<file path="src/scm_pkg.sv">
// Shared constants and types for the stack machine memory and ALU datapath.
package scm_pkg;

	// ----------------------------------------------------------------
	// Widths and geometry
	// ----------------------------------------------------------------
	localparam int DATA_W = 24;
	localparam int OP_W = 6;
	localparam int SLOT_CNT = 4;
	localparam int SLOT_W = 2;
	localparam int ROT_BITS = 8;
	localparam int STACK_DEPTH = 15;
	localparam int PTR_W = 4;

	// ----------------------------------------------------------------
	// Reset values
	// ----------------------------------------------------------------
	localparam logic [23:0] RST_WORD = 24'h000000;
	localparam logic [23:0] RST_PC = 24'h000000;
	localparam logic [1:0] RST_SLOT = 2'h0;
	localparam logic [1:0] LAST_SLOT = 2'h3;
	localparam logic [3:0] RST_PTR = 4'h0;
	localparam logic [3:0] LAST_PTR = 4'hE;
	localparam logic [23:0] ADDR_STEP = 24'h000001;

	// ----------------------------------------------------------------
	// Opcodes handled by this datapath
	// ----------------------------------------------------------------
	localparam logic [5:0] OP_BYTE_ROTATE = 6'h08;
	localparam logic [5:0] OP_FETCH_ADVANCE = 6'h09;
	localparam logic [5:0] OP_LITERAL = 6'h0A;
	localparam logic [5:0] OP_FETCH_HOLD = 6'h0B;
	localparam logic [5:0] OP_DROP_SECOND = 6'h0C;
	localparam logic [5:0] OP_WRITE_ADVANCE = 6'h0D;
	localparam logic [5:0] OP_WRITE_HOLD = 6'h0F;
	localparam logic [5:0] OP_INVERT = 6'h10;
	localparam logic [5:0] OP_SHIFT_LEFT = 6'h11;
	localparam logic [5:0] OP_SHIFT_RIGHT = 6'h12;
	localparam logic [5:0] OP_MUL_STEP = 6'h13;
	localparam logic [5:0] OP_XOR = 6'h14;
	localparam logic [5:0] OP_AND = 6'h15;
	localparam logic [5:0] OP_DIV_STEP = 6'h16;

	// ----------------------------------------------------------------
	// Sequencer states
	// ----------------------------------------------------------------
	typedef enum logic [5:0] {
		ST_FETCH = 6'h01,
		ST_WAIT_I = 6'h02,
		ST_EXEC = 6'h04,
		ST_WAIT_D = 6'h08,
		ST_WAIT_LIT = 6'h10,
		ST_WAIT_W = 6'h20
	} scm_state_type;

endpackage

</file>
<file path="src/scm_core.sv">
// Execution core for the memory access and ALU opcodes of the stack machine.
`timescale 1ns/1ps

// Behaviour
// (RQ1) Fetch-advance pushes memory at address, increments address.
// (RQ2) Both fetches and literal clear the carry.
// (RQ3) Literal pushes next program word, skips it.
// (RQ4) Fetch-hold pushes memory at address, address kept.
// (RQ5) Write-advance pops top to memory, increments address.
// (RQ6) Write-hold pops top to memory, address kept.
// (RQ7) Byte-rotate turns top right eight bits.
// (RQ8) Drop-second pops deeper stack into second.
// (RQ9) Invert complements all top bits.
// (RQ10) Shift-left: bit 23 to carry, bit 0 cleared.
// (RQ11) Shift-right keeps sign, bit 0 to serial out.
// (RQ12) Shift-right samples serial input into carry.
// (RQ13) Multiply step: conditional add, pair shifts right.
// (RQ14) Twenty-four steps leave full product, second kept.
// (RQ15) XOR pops second into top.
// (RQ16) AND pops second into top.
// (RQ17) Divide step: keep carrying sum, pair shifts left.
// (RQ18) Four slots per word, high slot first.
// (RQ19) Carry is one bit beside the top.
// (RQ20) Push and pop ripple through second and stack.
module scm_core #(
	parameter int DATA_W = scm_pkg::DATA_W,
	parameter int STACK_DEPTH = scm_pkg::STACK_DEPTH
) (
	input wire logic i_sys_clk,
	input wire logic i_rstn,
	input wire logic i_run,
	input wire logic i_ser_in,
	input wire logic i_mem_ack,
	input wire logic [23:0] i_mem_rdata,
	output logic o_mem_req,
	output logic o_mem_we,
	output logic [23:0] o_mem_addr,
	output logic [23:0] o_mem_wdata,
	output logic o_ser_out,
	output logic [23:0] o_top,
	output logic [23:0] o_second,
	output logic [23:0] o_addr,
	output logic [23:0] o_pc,
	output logic o_carry,
	output logic [3:0] o_depth
);

	// ----------------------------------------------------------------
	// Decode helpers
	// ----------------------------------------------------------------
	function automatic logic [5:0] slot_op(input logic [23:0] word,
		input logic [1:0] slot);
		logic [5:0] op;
		op = 6'h00;
		case (slot)
			2'h0: op = word[23:18];
			2'h1: op = word[17:12];
			2'h2: op = word[11:6];
			default: op = word[5:0];
		endcase
		return op;
	endfunction

	function automatic logic pops_at_exec(input logic [5:0] op);
		return (op == scm_pkg::OP_WRITE_ADVANCE) ||
			(op == scm_pkg::OP_WRITE_HOLD) ||
			(op == scm_pkg::OP_DROP_SECOND) ||
			(op == scm_pkg::OP_XOR) ||
			(op == scm_pkg::OP_AND);
	endfunction

	function automatic logic is_read(input logic [5:0] op);
		return (op == scm_pkg::OP_FETCH_ADVANCE) ||
			(op == scm_pkg::OP_FETCH_HOLD);
	endfunction

	function automatic logic is_write(input logic [5:0] op);
		return (op == scm_pkg::OP_WRITE_ADVANCE) ||
			(op == scm_pkg::OP_WRITE_HOLD);
	endfunction

	// ----------------------------------------------------------------
	// State
	// ----------------------------------------------------------------
	scm_pkg::scm_state_type state_ff;
	scm_pkg::scm_state_type nxt_state;
	logic [23:0] instr_ff;
	logic [1:0] slot_ff;
	logic [23:0] top_ff;
	logic carry_ff;
	logic [23:0] second_ff;
	logic [23:0] addr_ff;
	logic [23:0] pc_ff;
	logic [23:0] stk_ff [STACK_DEPTH];
	logic [3:0] ptr_ff;
	logic [3:0] depth_ff;
	logic req_ff;
	logic we_ff;
	logic [23:0] maddr_ff;
	logic [23:0] wdata_ff;
	logic ser_out_ff;

	logic [5:0] cur_op;
	logic exec;
	logic rd_done;
	logic lit_done;
	logic push_en;
	logic pop_en;
	logic last_slot;
	logic [3:0] ptr_up;
	logic [24:0] mul_sum;
	logic [24:0] div_sum;
	logic [23:0] div_keep;

	assign cur_op = slot_op(instr_ff, slot_ff); // (RQ18)
	assign exec = (state_ff == scm_pkg::ST_EXEC);
	assign rd_done = (state_ff == scm_pkg::ST_WAIT_D) && i_mem_ack;
	assign lit_done = (state_ff == scm_pkg::ST_WAIT_LIT) && i_mem_ack;
	assign push_en = rd_done || lit_done;
	assign pop_en = exec && pops_at_exec(cur_op);
	assign last_slot = (slot_ff == scm_pkg::LAST_SLOT);
	assign ptr_up = (ptr_ff == scm_pkg::LAST_PTR) ? scm_pkg::RST_PTR :
		ptr_ff + 4'h1;

	// The pair steps need the adder's carry out, so the sums are one wider.
	assign mul_sum = {1'b0, top_ff} +
		(addr_ff[0] ? {1'b0, second_ff} : 25'h0000000); // (RQ13)
	assign div_sum = {1'b0, top_ff} + {1'b0, second_ff};
	assign div_keep = div_sum[24] ? div_sum[23:0] : top_ff; // (RQ17)

	// ----------------------------------------------------------------
	// Sequencer
	// ----------------------------------------------------------------
	always_comb begin
		nxt_state = state_ff;
		case (state_ff)
			scm_pkg::ST_FETCH: begin
				if (i_run) begin
					nxt_state = scm_pkg::ST_WAIT_I;
				end
			end
			scm_pkg::ST_WAIT_I: begin
				if (i_mem_ack) begin
					nxt_state = scm_pkg::ST_EXEC;
				end
			end
			scm_pkg::ST_EXEC: begin
				if (is_read(cur_op)) begin
					nxt_state = scm_pkg::ST_WAIT_D;
				end else if (cur_op == scm_pkg::OP_LITERAL) begin
					nxt_state = scm_pkg::ST_WAIT_LIT;
				end else if (is_write(cur_op)) begin
					nxt_state = scm_pkg::ST_WAIT_W;
				end else if (last_slot) begin
					nxt_state = scm_pkg::ST_FETCH;
				end
			end
			scm_pkg::ST_WAIT_D, scm_pkg::ST_WAIT_LIT,
			scm_pkg::ST_WAIT_W: begin
				if (i_mem_ack) begin
					nxt_state = last_slot ? scm_pkg::ST_FETCH :
						scm_pkg::ST_EXEC;
				end
			end
			default: nxt_state = scm_pkg::ST_FETCH;
		endcase
	end

	always_ff @(posedge i_sys_clk or negedge i_rstn) begin
		if (!i_rstn) begin
			state_ff <= scm_pkg::ST_FETCH;
		end else begin
			state_ff <= nxt_state;
		end
	end

	// Slots run from the high field down; the word is refetched after slot 3.
	always_ff @(posedge i_sys_clk or negedge i_rstn) begin
		if (!i_rstn) begin
			instr_ff <= scm_pkg::RST_WORD;
			slot_ff <= scm_pkg::RST_SLOT;
		end else if ((state_ff == scm_pkg::ST_WAIT_I) && i_mem_ack) begin
			instr_ff <= i_mem_rdata;
			slot_ff <= scm_pkg::RST_SLOT; // (RQ18)
		end else if (nxt_state == scm_pkg::ST_EXEC) begin
			slot_ff <= slot_ff + 2'h1; // (RQ18)
		end
	end

	// ----------------------------------------------------------------
	// Program counter
	// ----------------------------------------------------------------
	always_ff @(posedge i_sys_clk or negedge i_rstn) begin
		if (!i_rstn) begin
			pc_ff <= scm_pkg::RST_PC;
		end else if (((state_ff == scm_pkg::ST_WAIT_I) && i_mem_ack) ||
			lit_done) begin
			pc_ff <= pc_ff + scm_pkg::ADDR_STEP; // (RQ3)
		end
	end

	// ----------------------------------------------------------------
	// Memory port
	// ----------------------------------------------------------------
	// Address and data are held in flops so memory may take any time to ack.
	always_ff @(posedge i_sys_clk or negedge i_rstn) begin
		if (!i_rstn) begin
			req_ff <= 1'b0;
			we_ff <= 1'b0;
			maddr_ff <= scm_pkg::RST_WORD;
			wdata_ff <= scm_pkg::RST_WORD;
		end else if (req_ff) begin
			if (i_mem_ack) begin
				req_ff <= 1'b0;
				we_ff <= 1'b0;
			end
		end else if ((state_ff == scm_pkg::ST_FETCH) && i_run) begin
			req_ff <= 1'b1;
			maddr_ff <= pc_ff;
		end else if (exec && is_read(cur_op)) begin
			req_ff <= 1'b1;
			maddr_ff <= addr_ff; // (RQ1) (RQ4)
		end else if (exec && (cur_op == scm_pkg::OP_LITERAL)) begin
			req_ff <= 1'b1;
			maddr_ff <= pc_ff; // (RQ3)
		end else if (exec && is_write(cur_op)) begin
			req_ff <= 1'b1;
			we_ff <= 1'b1;
			maddr_ff <= addr_ff; // (RQ5) (RQ6)
			wdata_ff <= top_ff;
		end
	end

	// ----------------------------------------------------------------
	// Address register
	// ----------------------------------------------------------------
	always_ff @(posedge i_sys_clk or negedge i_rstn) begin
		if (!i_rstn) begin
			addr_ff <= scm_pkg::RST_WORD;
		end else if (rd_done && (cur_op == scm_pkg::OP_FETCH_ADVANCE)) begin
			addr_ff <= addr_ff + scm_pkg::ADDR_STEP; // (RQ1)
		end else if (exec) begin
			case (cur_op)
				scm_pkg::OP_WRITE_ADVANCE: begin
					addr_ff <= addr_ff + scm_pkg::ADDR_STEP; // (RQ5)
				end
				scm_pkg::OP_MUL_STEP: begin
					addr_ff <= {mul_sum[0], addr_ff[23:1]}; // (RQ13) (RQ14)
				end
				scm_pkg::OP_DIV_STEP: begin
					addr_ff <= {addr_ff[22:0], div_sum[24]}; // (RQ17)
				end
				default: addr_ff <= addr_ff;
			endcase
		end
	end

	// ----------------------------------------------------------------
	// Top of stack and carry
	// ----------------------------------------------------------------
	always_ff @(posedge i_sys_clk or negedge i_rstn) begin
		if (!i_rstn) begin
			top_ff <= scm_pkg::RST_WORD;
		end else if (push_en) begin
			top_ff <= i_mem_rdata; // (RQ1) (RQ3) (RQ4)
		end else if (exec) begin
			case (cur_op)
				scm_pkg::OP_WRITE_ADVANCE, scm_pkg::OP_WRITE_HOLD: begin
					top_ff <= second_ff; // (RQ5) (RQ6)
				end
				scm_pkg::OP_BYTE_ROTATE: begin
					top_ff <= {top_ff[7:0], top_ff[23:8]}; // (RQ7)
				end
				scm_pkg::OP_INVERT: top_ff <= ~top_ff; // (RQ9)
				scm_pkg::OP_SHIFT_LEFT: begin
					top_ff <= {top_ff[22:0], 1'b0}; // (RQ10)
				end
				scm_pkg::OP_SHIFT_RIGHT: begin
					top_ff <= {top_ff[23], top_ff[23:1]}; // (RQ11)
				end
				scm_pkg::OP_MUL_STEP: top_ff <= mul_sum[24:1]; // (RQ13) (RQ14)
				scm_pkg::OP_XOR: top_ff <= top_ff ^ second_ff; // (RQ15)
				scm_pkg::OP_AND: top_ff <= top_ff & second_ff; // (RQ16)
				scm_pkg::OP_DIV_STEP: begin
					top_ff <= {div_keep[22:0], addr_ff[23]}; // (RQ17)
				end
				default: top_ff <= top_ff;
			endcase
		end
	end

	always_ff @(posedge i_sys_clk or negedge i_rstn) begin
		if (!i_rstn) begin
			carry_ff <= 1'b0;
		end else if (push_en) begin
			carry_ff <= 1'b0; // (RQ2) (RQ19)
		end else if (exec && (cur_op == scm_pkg::OP_SHIFT_LEFT)) begin
			carry_ff <= top_ff[23]; // (RQ10) (RQ19)
		end else if (exec && (cur_op == scm_pkg::OP_SHIFT_RIGHT)) begin
			carry_ff <= i_ser_in; // (RQ12)
		end
	end

	// ----------------------------------------------------------------
	// Serial output
	// ----------------------------------------------------------------
	always_ff @(posedge i_sys_clk or negedge i_rstn) begin
		if (!i_rstn) begin
			ser_out_ff <= 1'b0;
		end else if (exec && (cur_op == scm_pkg::OP_SHIFT_RIGHT)) begin
			ser_out_ff <= top_ff[0]; // (RQ11)
		end
	end

	// ----------------------------------------------------------------
	// Second of stack and deeper stack
	// ----------------------------------------------------------------
	// The deeper stack is circular: overflow overwrites the oldest entry
	// and underflow rereads stale data rather than stalling the core.
	always_ff @(posedge i_sys_clk or negedge i_rstn) begin
		if (!i_rstn) begin
			second_ff <= scm_pkg::RST_WORD;
			ptr_ff <= scm_pkg::RST_PTR;
		end else if (push_en) begin
			second_ff <= top_ff; // (RQ20)
			ptr_ff <= ptr_up;
		end else if (pop_en) begin
			second_ff <= stk_ff[ptr_ff]; // (RQ8) (RQ20)
			ptr_ff <= (ptr_ff == scm_pkg::RST_PTR) ? scm_pkg::LAST_PTR :
				ptr_ff - 4'h1;
		end
	end

	always_ff @(posedge i_sys_clk or negedge i_rstn) begin
		if (!i_rstn) begin
			for (int i = 0; i < STACK_DEPTH; i++) begin
				stk_ff[i] <= scm_pkg::RST_WORD;
			end
		end else if (push_en) begin
			stk_ff[ptr_up] <= second_ff; // (RQ20)
		end
	end

	// Depth counts live entries beyond top and second, saturating.
	always_ff @(posedge i_sys_clk or negedge i_rstn) begin
		if (!i_rstn) begin
			depth_ff <= scm_pkg::RST_PTR;
		end else if (push_en && (depth_ff != scm_pkg::LAST_PTR + 4'h1)) begin
			depth_ff <= depth_ff + 4'h1;
		end else if (pop_en && (depth_ff != scm_pkg::RST_PTR)) begin
			depth_ff <= depth_ff - 4'h1;
		end
	end

	// ----------------------------------------------------------------
	// Outputs
	// ----------------------------------------------------------------
	assign o_mem_req = req_ff;
	assign o_mem_we = we_ff;
	assign o_mem_addr = maddr_ff;
	assign o_mem_wdata = wdata_ff;
	assign o_ser_out = ser_out_ff;
	assign o_top = top_ff;
	assign o_second = second_ff;
	assign o_addr = addr_ff;
	assign o_pc = pc_ff;
	assign o_carry = carry_ff;
	assign o_depth = depth_ff;

endmodule

</file>
<file path="config.mk">
export PLATFORM = sky130hd
export DESIGN_NAME = scm_core
export DESIGN_NICKNAME = d
export VERILOG_FILES = /design/src/scm_pkg.sv /design/src/scm_core.sv
export SDC_FILE = /design/constraint.sdc
export NUM_CORES = 1
export LEC_CHECK = 0
export ABC_AREA = 1
export BUFFER_PORTS_ARGS = -buffer_cell sky130_fd_sc_hd__buf_2
export CAP_MARGIN = 10
export CELL_PAD_IN_SITES_DETAIL_PLACEMENT = 1
export CELL_PAD_IN_SITES_GLOBAL_PLACEMENT = 1
export CORE_AREA = 2 2 290 320
export CTS_CLUSTER_DIAMETER = 100
export DETAILED_ROUTE_END_ITERATION = 8
export DIE_AREA = 0 0 292 322
export PLACE_DENSITY = 0.65
export SYNTH_ARGS = -nofsm -noshare
export SYNTH_HDL_FRONTEND = slang
export SYNTH_SLANG_ARGS = --single-unit
export TNS_END_PERCENT = 5
</file>
<file path="constraint.sdc">
create_clock -name i_sys_clk -period 3.06 [get_ports i_sys_clk]
set_clock_uncertainty 0.1 [all_clocks]
set_input_delay 0.306 -clock i_sys_clk [delete_from_list [all_inputs] [get_ports i_sys_clk]]
set_output_delay 0.306 -clock i_sys_clk [all_outputs]
set_load 0.005 [all_outputs]
</file>
==> results.md <==
- Vias: 31564
- Worst R2R End: o_top[17]
- Sequential share of the synthesized area: 43.4%
- Pleak: 18.6 nW
- Pwr Density: 997 nW/µm²
- Rel. slew slack: 36.5%
- Clock tree buffer depth: 3
- Fin worst setup slack: 0.149 ns
- Total track usage: 27.8%
- Number of fill cells: 11383
- Latest clock arrival within the worst-skew pair: 0.64 ns
- Reg2Reg Depth: 16
- H-tree Lvls: 3
- Max Fanout on Critical Path: 23
- Drt first pass iters: 6
- Final Cycle Share: 95.1%
- Reg power frac: 23.3%
- Most frequent cells in the layout: nand2_1, o21ai_0, dfrtp_1, nor2_1, inv_1
- WP data required: 3.50 ns
- Comb pwr share: 55.4%
- FP Rows: 116
- CTS buffer count: 66
- DRC: 0
- Mapped Area: 31600 µm²
- Net Sw Frac: 49.5%
- Ratio of cells with drive above 1 in the final layout: 12.3%
- Maximum resistive drop on vdd: 0.609 mV
- Die Width: 292 µm
- Slew @ Worst Pin: 0.952 ns
- Final setup viols: 0
- Starting Density: 34.8%
- Core Area: 90700 µm²
- Post-synth top area share: 43.4%
- Area of the die: 94000 µm²
- Clk root buf: clkbuf_16
- DP HPWL: 96300 µm
- Final wirelength: 132000 µm
- Commonest non-fill, non-tap cell in the layout: nand2_1
- Clk slew on worst S/H paths: 0.06 ns
- Grt total ovfl: 0
- Synth Area in Compound Gates: 15.9%
- Synthesized-area fraction occupied by adder cells: 2.65%
- Setup slack after placement: -0.0783 ns
- # port buffers: 180
- Nets: 4745
- Status: finished clean
- Distinct cells, synth: 56
- Mux cell area share after synthesis: 0%
- Setup crit end: o_top[17]
- R2R setup slack: 0.15 ns
- Post-route ant nets: 0
- CTS tree: yes
- Max-cap viol count: 0
- Syn nets: 4512
- Ys async rst share: 100%
- Number of global-route vias before repair: 31966
- Count of pins over their slew limit: 0
- Initial antenna violation count: 2
- Clock group share of total power: 21.3%
- Final GP Congestion: 1.01
- Yosys Warn Count: 0
- Min-Delay Path Class: in -> async
- #FFs+latches synth: 548
- Synth area leaders: dfrtp_1, nand2_1, o21ai_0
- Syn Area/Cell: 7.14 µm²
- Final Hold Vio Count: 0
- Area grow syn2layout: 18.6%
- Largest family of logic cells by synthesized area: simple AND/OR/NAND/NOR gates
- Internal: 0.0188 W
- RR Startpoint: slot_ff[0]
- Top-level I/O count: 181
- Post-Syn Instances: 4418
- Die Height: 322 µm
- Crit start category: flop
- First-pass GRT wire length: 201000 µm
- Total design power: 0.0373 W
- WP data arrival: 3.35 ns
- WS Path Type: reg -> reg
- Dominant cell type by area after synthesis: dfrtp_1
- Initial DRC Count: 2486
- WL/cell: 22.4 µm
- Crit. Startpoint: slot_ff[0]
- Commonest register cell after synthesis: dfrtp_1
- Minimum clock period: 2.91 ns
- Simple-gate area share of the yosys netlist: 27.9%
- Post-synth EDFFs: 0
- Fmax: 343 MHz
- Switching power: 0.0185 W
- CP endpoint kind: flop
- XOR/XNOR Fraction of Synth Area: 1.30%
- Num Clock Sinks: 548
- Largest net degree at the start of global routing: 101
- DR vias/cell: 5.37
[layout make-up]
| class | count | area [µm²] | area share [%] |
|---|---|---|---|
| Multi-Input combinational cell | 3173 | 15200 | 40.5 |
| Sequential cell | 548 | 13700 | 36.7 |
| Timing Repair Buffer | 418 | 3240 | 8.65 |
| Clock buffer | 97 | 1910 | 5.10 |
| Inverter | 444 | 1690 | 4.51 |
| Tap cell | 1180 | 1480 | 3.94 |
| Clock inverter | 20 | 226 | 0.605 |
| Antenna cell | 1 | 2.50 | 0.00668 |
[worst max-delay path: stages, from the launching register on]
cell and delay [ns]:
dfrtp_1 0.39, ha_2 0.28, clkinv_4 0.16, nor2_1 0.23
o21bai_1 0.15, nand2_1 0.12, nor2_4 0.19, buf_12 0.18
nand2_1 0.12, nand3_1 0.13, inv_2 0.06, buf_4 0.22
nand3_1 0.11, nand2_1 0.06, inv_1 0.12, nand2_1 0.07
a21oi_1 0.14
[flip-flops by register name, indices dropped and copies added, names as in the netlist]
register / cells
o_mem_wdata: 24
o_mem_req: 1
state_ff: 6
ptr_ff: 4
o_ser_out: 1
o_mem_we: 1
o_carry: 1
stk_ff: 360
o_top: 24
o_addr: 24
slot_ff: 2
o_second: 24
o_depth: 4
o_mem_addr: 24
instr_ff: 24
o_pc: 24
[power groups by stage]
| stage | Sequential [W] | Combinational [W] | Clock, W |
|---|---|---|---|
| 2_1_floorplan | 0.00877 | 0.0111 | 0 |
| 3_3_place_gp | 0.00878 | 0.0199 | 0 |
| 3_5_place_dp | 0.00879 | 0.0201 | 0 |
| 4_1_cts | 0.00867 | 0.0202 | 0.00817 |
| 5_1_grt | 0.00874 | 0.0222 | 0.00844 |
| 6_report | 0.00868 | 0.0207 | 0.00795 |
[metrics by stage]
step           cells  area (µm²)  hold WS [ns]  TNS, ns  utilization [%]
3_3_place_gp    5731       34900         0.305        0             38.5
2_1_floorplan   4418       31600       -0.0896        0                -
3_5_place_dp    5731       34900         0.302    -1.35             38.5
4_1_cts         5877       37300         0.193        0             41.2
5_1_grt         5880       37400         0.196  -0.0191             41.3
6_report        5881       37400         0.148        0             41.3
[layer usage]
layer	global-route usage, %	vias up	part of all wire [%]
met5	0	-	0.0091
met4	10.4	2	3.7
met3	3.84	249	5.1
met2	45.9	827	46
met1	37.2	15661	45
li1	-	14825	-
[Yosys cell counts, types with 6 or more instances]
cell / count
nand3_1: 320
buf_2: 47
nand4_1: 56
o22ai_1: 31
o21ai_0: 582
buf_1: 19
nand2_1: 1208
clkbuf_1: 172
or2_2: 6
dfrtp_1: 547
buf_6: 10
nor2_1: 468
xor2_1: 31
o211ai_1: 30
xnor2_1: 16
o21ai_1: 28
nor3_1: 19
o2111ai_1: 11
inv_2: 7
inv_1: 432
nor2_2: 14
ha_1: 62
nand2_2: 14
nor4_1: 17
o221ai_1: 35
a21oi_1: 180
[how the worst min path moves through the flow]
stage,depth (start not counted),end
5_1_grt,2,o_mem_wdata[8]
4_1_cts,2,o_mem_wdata[8]
3_5_place_dp,1,o_mem_wdata[8]
3_3_place_gp,1,o_mem_wdata[8]
2_1_floorplan,0,instr_ff[0]
6_report,2,o_mem_wdata[8]
[cells by family after synthesis]
logic type	count (synthesis)
fa+ha+maj	65
xor+xnor	47
compound gates	923
simple gates	2138
buf+inv	697
flops	548
[timing repair]
action | in CTS | in global routing
gates resized for setup | 2 | 15
endpoints found under the hold margin | 82 | 0
hold buffers | 29 | 0
gates cloned | 0 | 1
pin swaps | 0 | 1
endpoints found under the setup margin | 23 | 52
buffers inserted | 0 | 2
(Power assumes the default switching activity.)
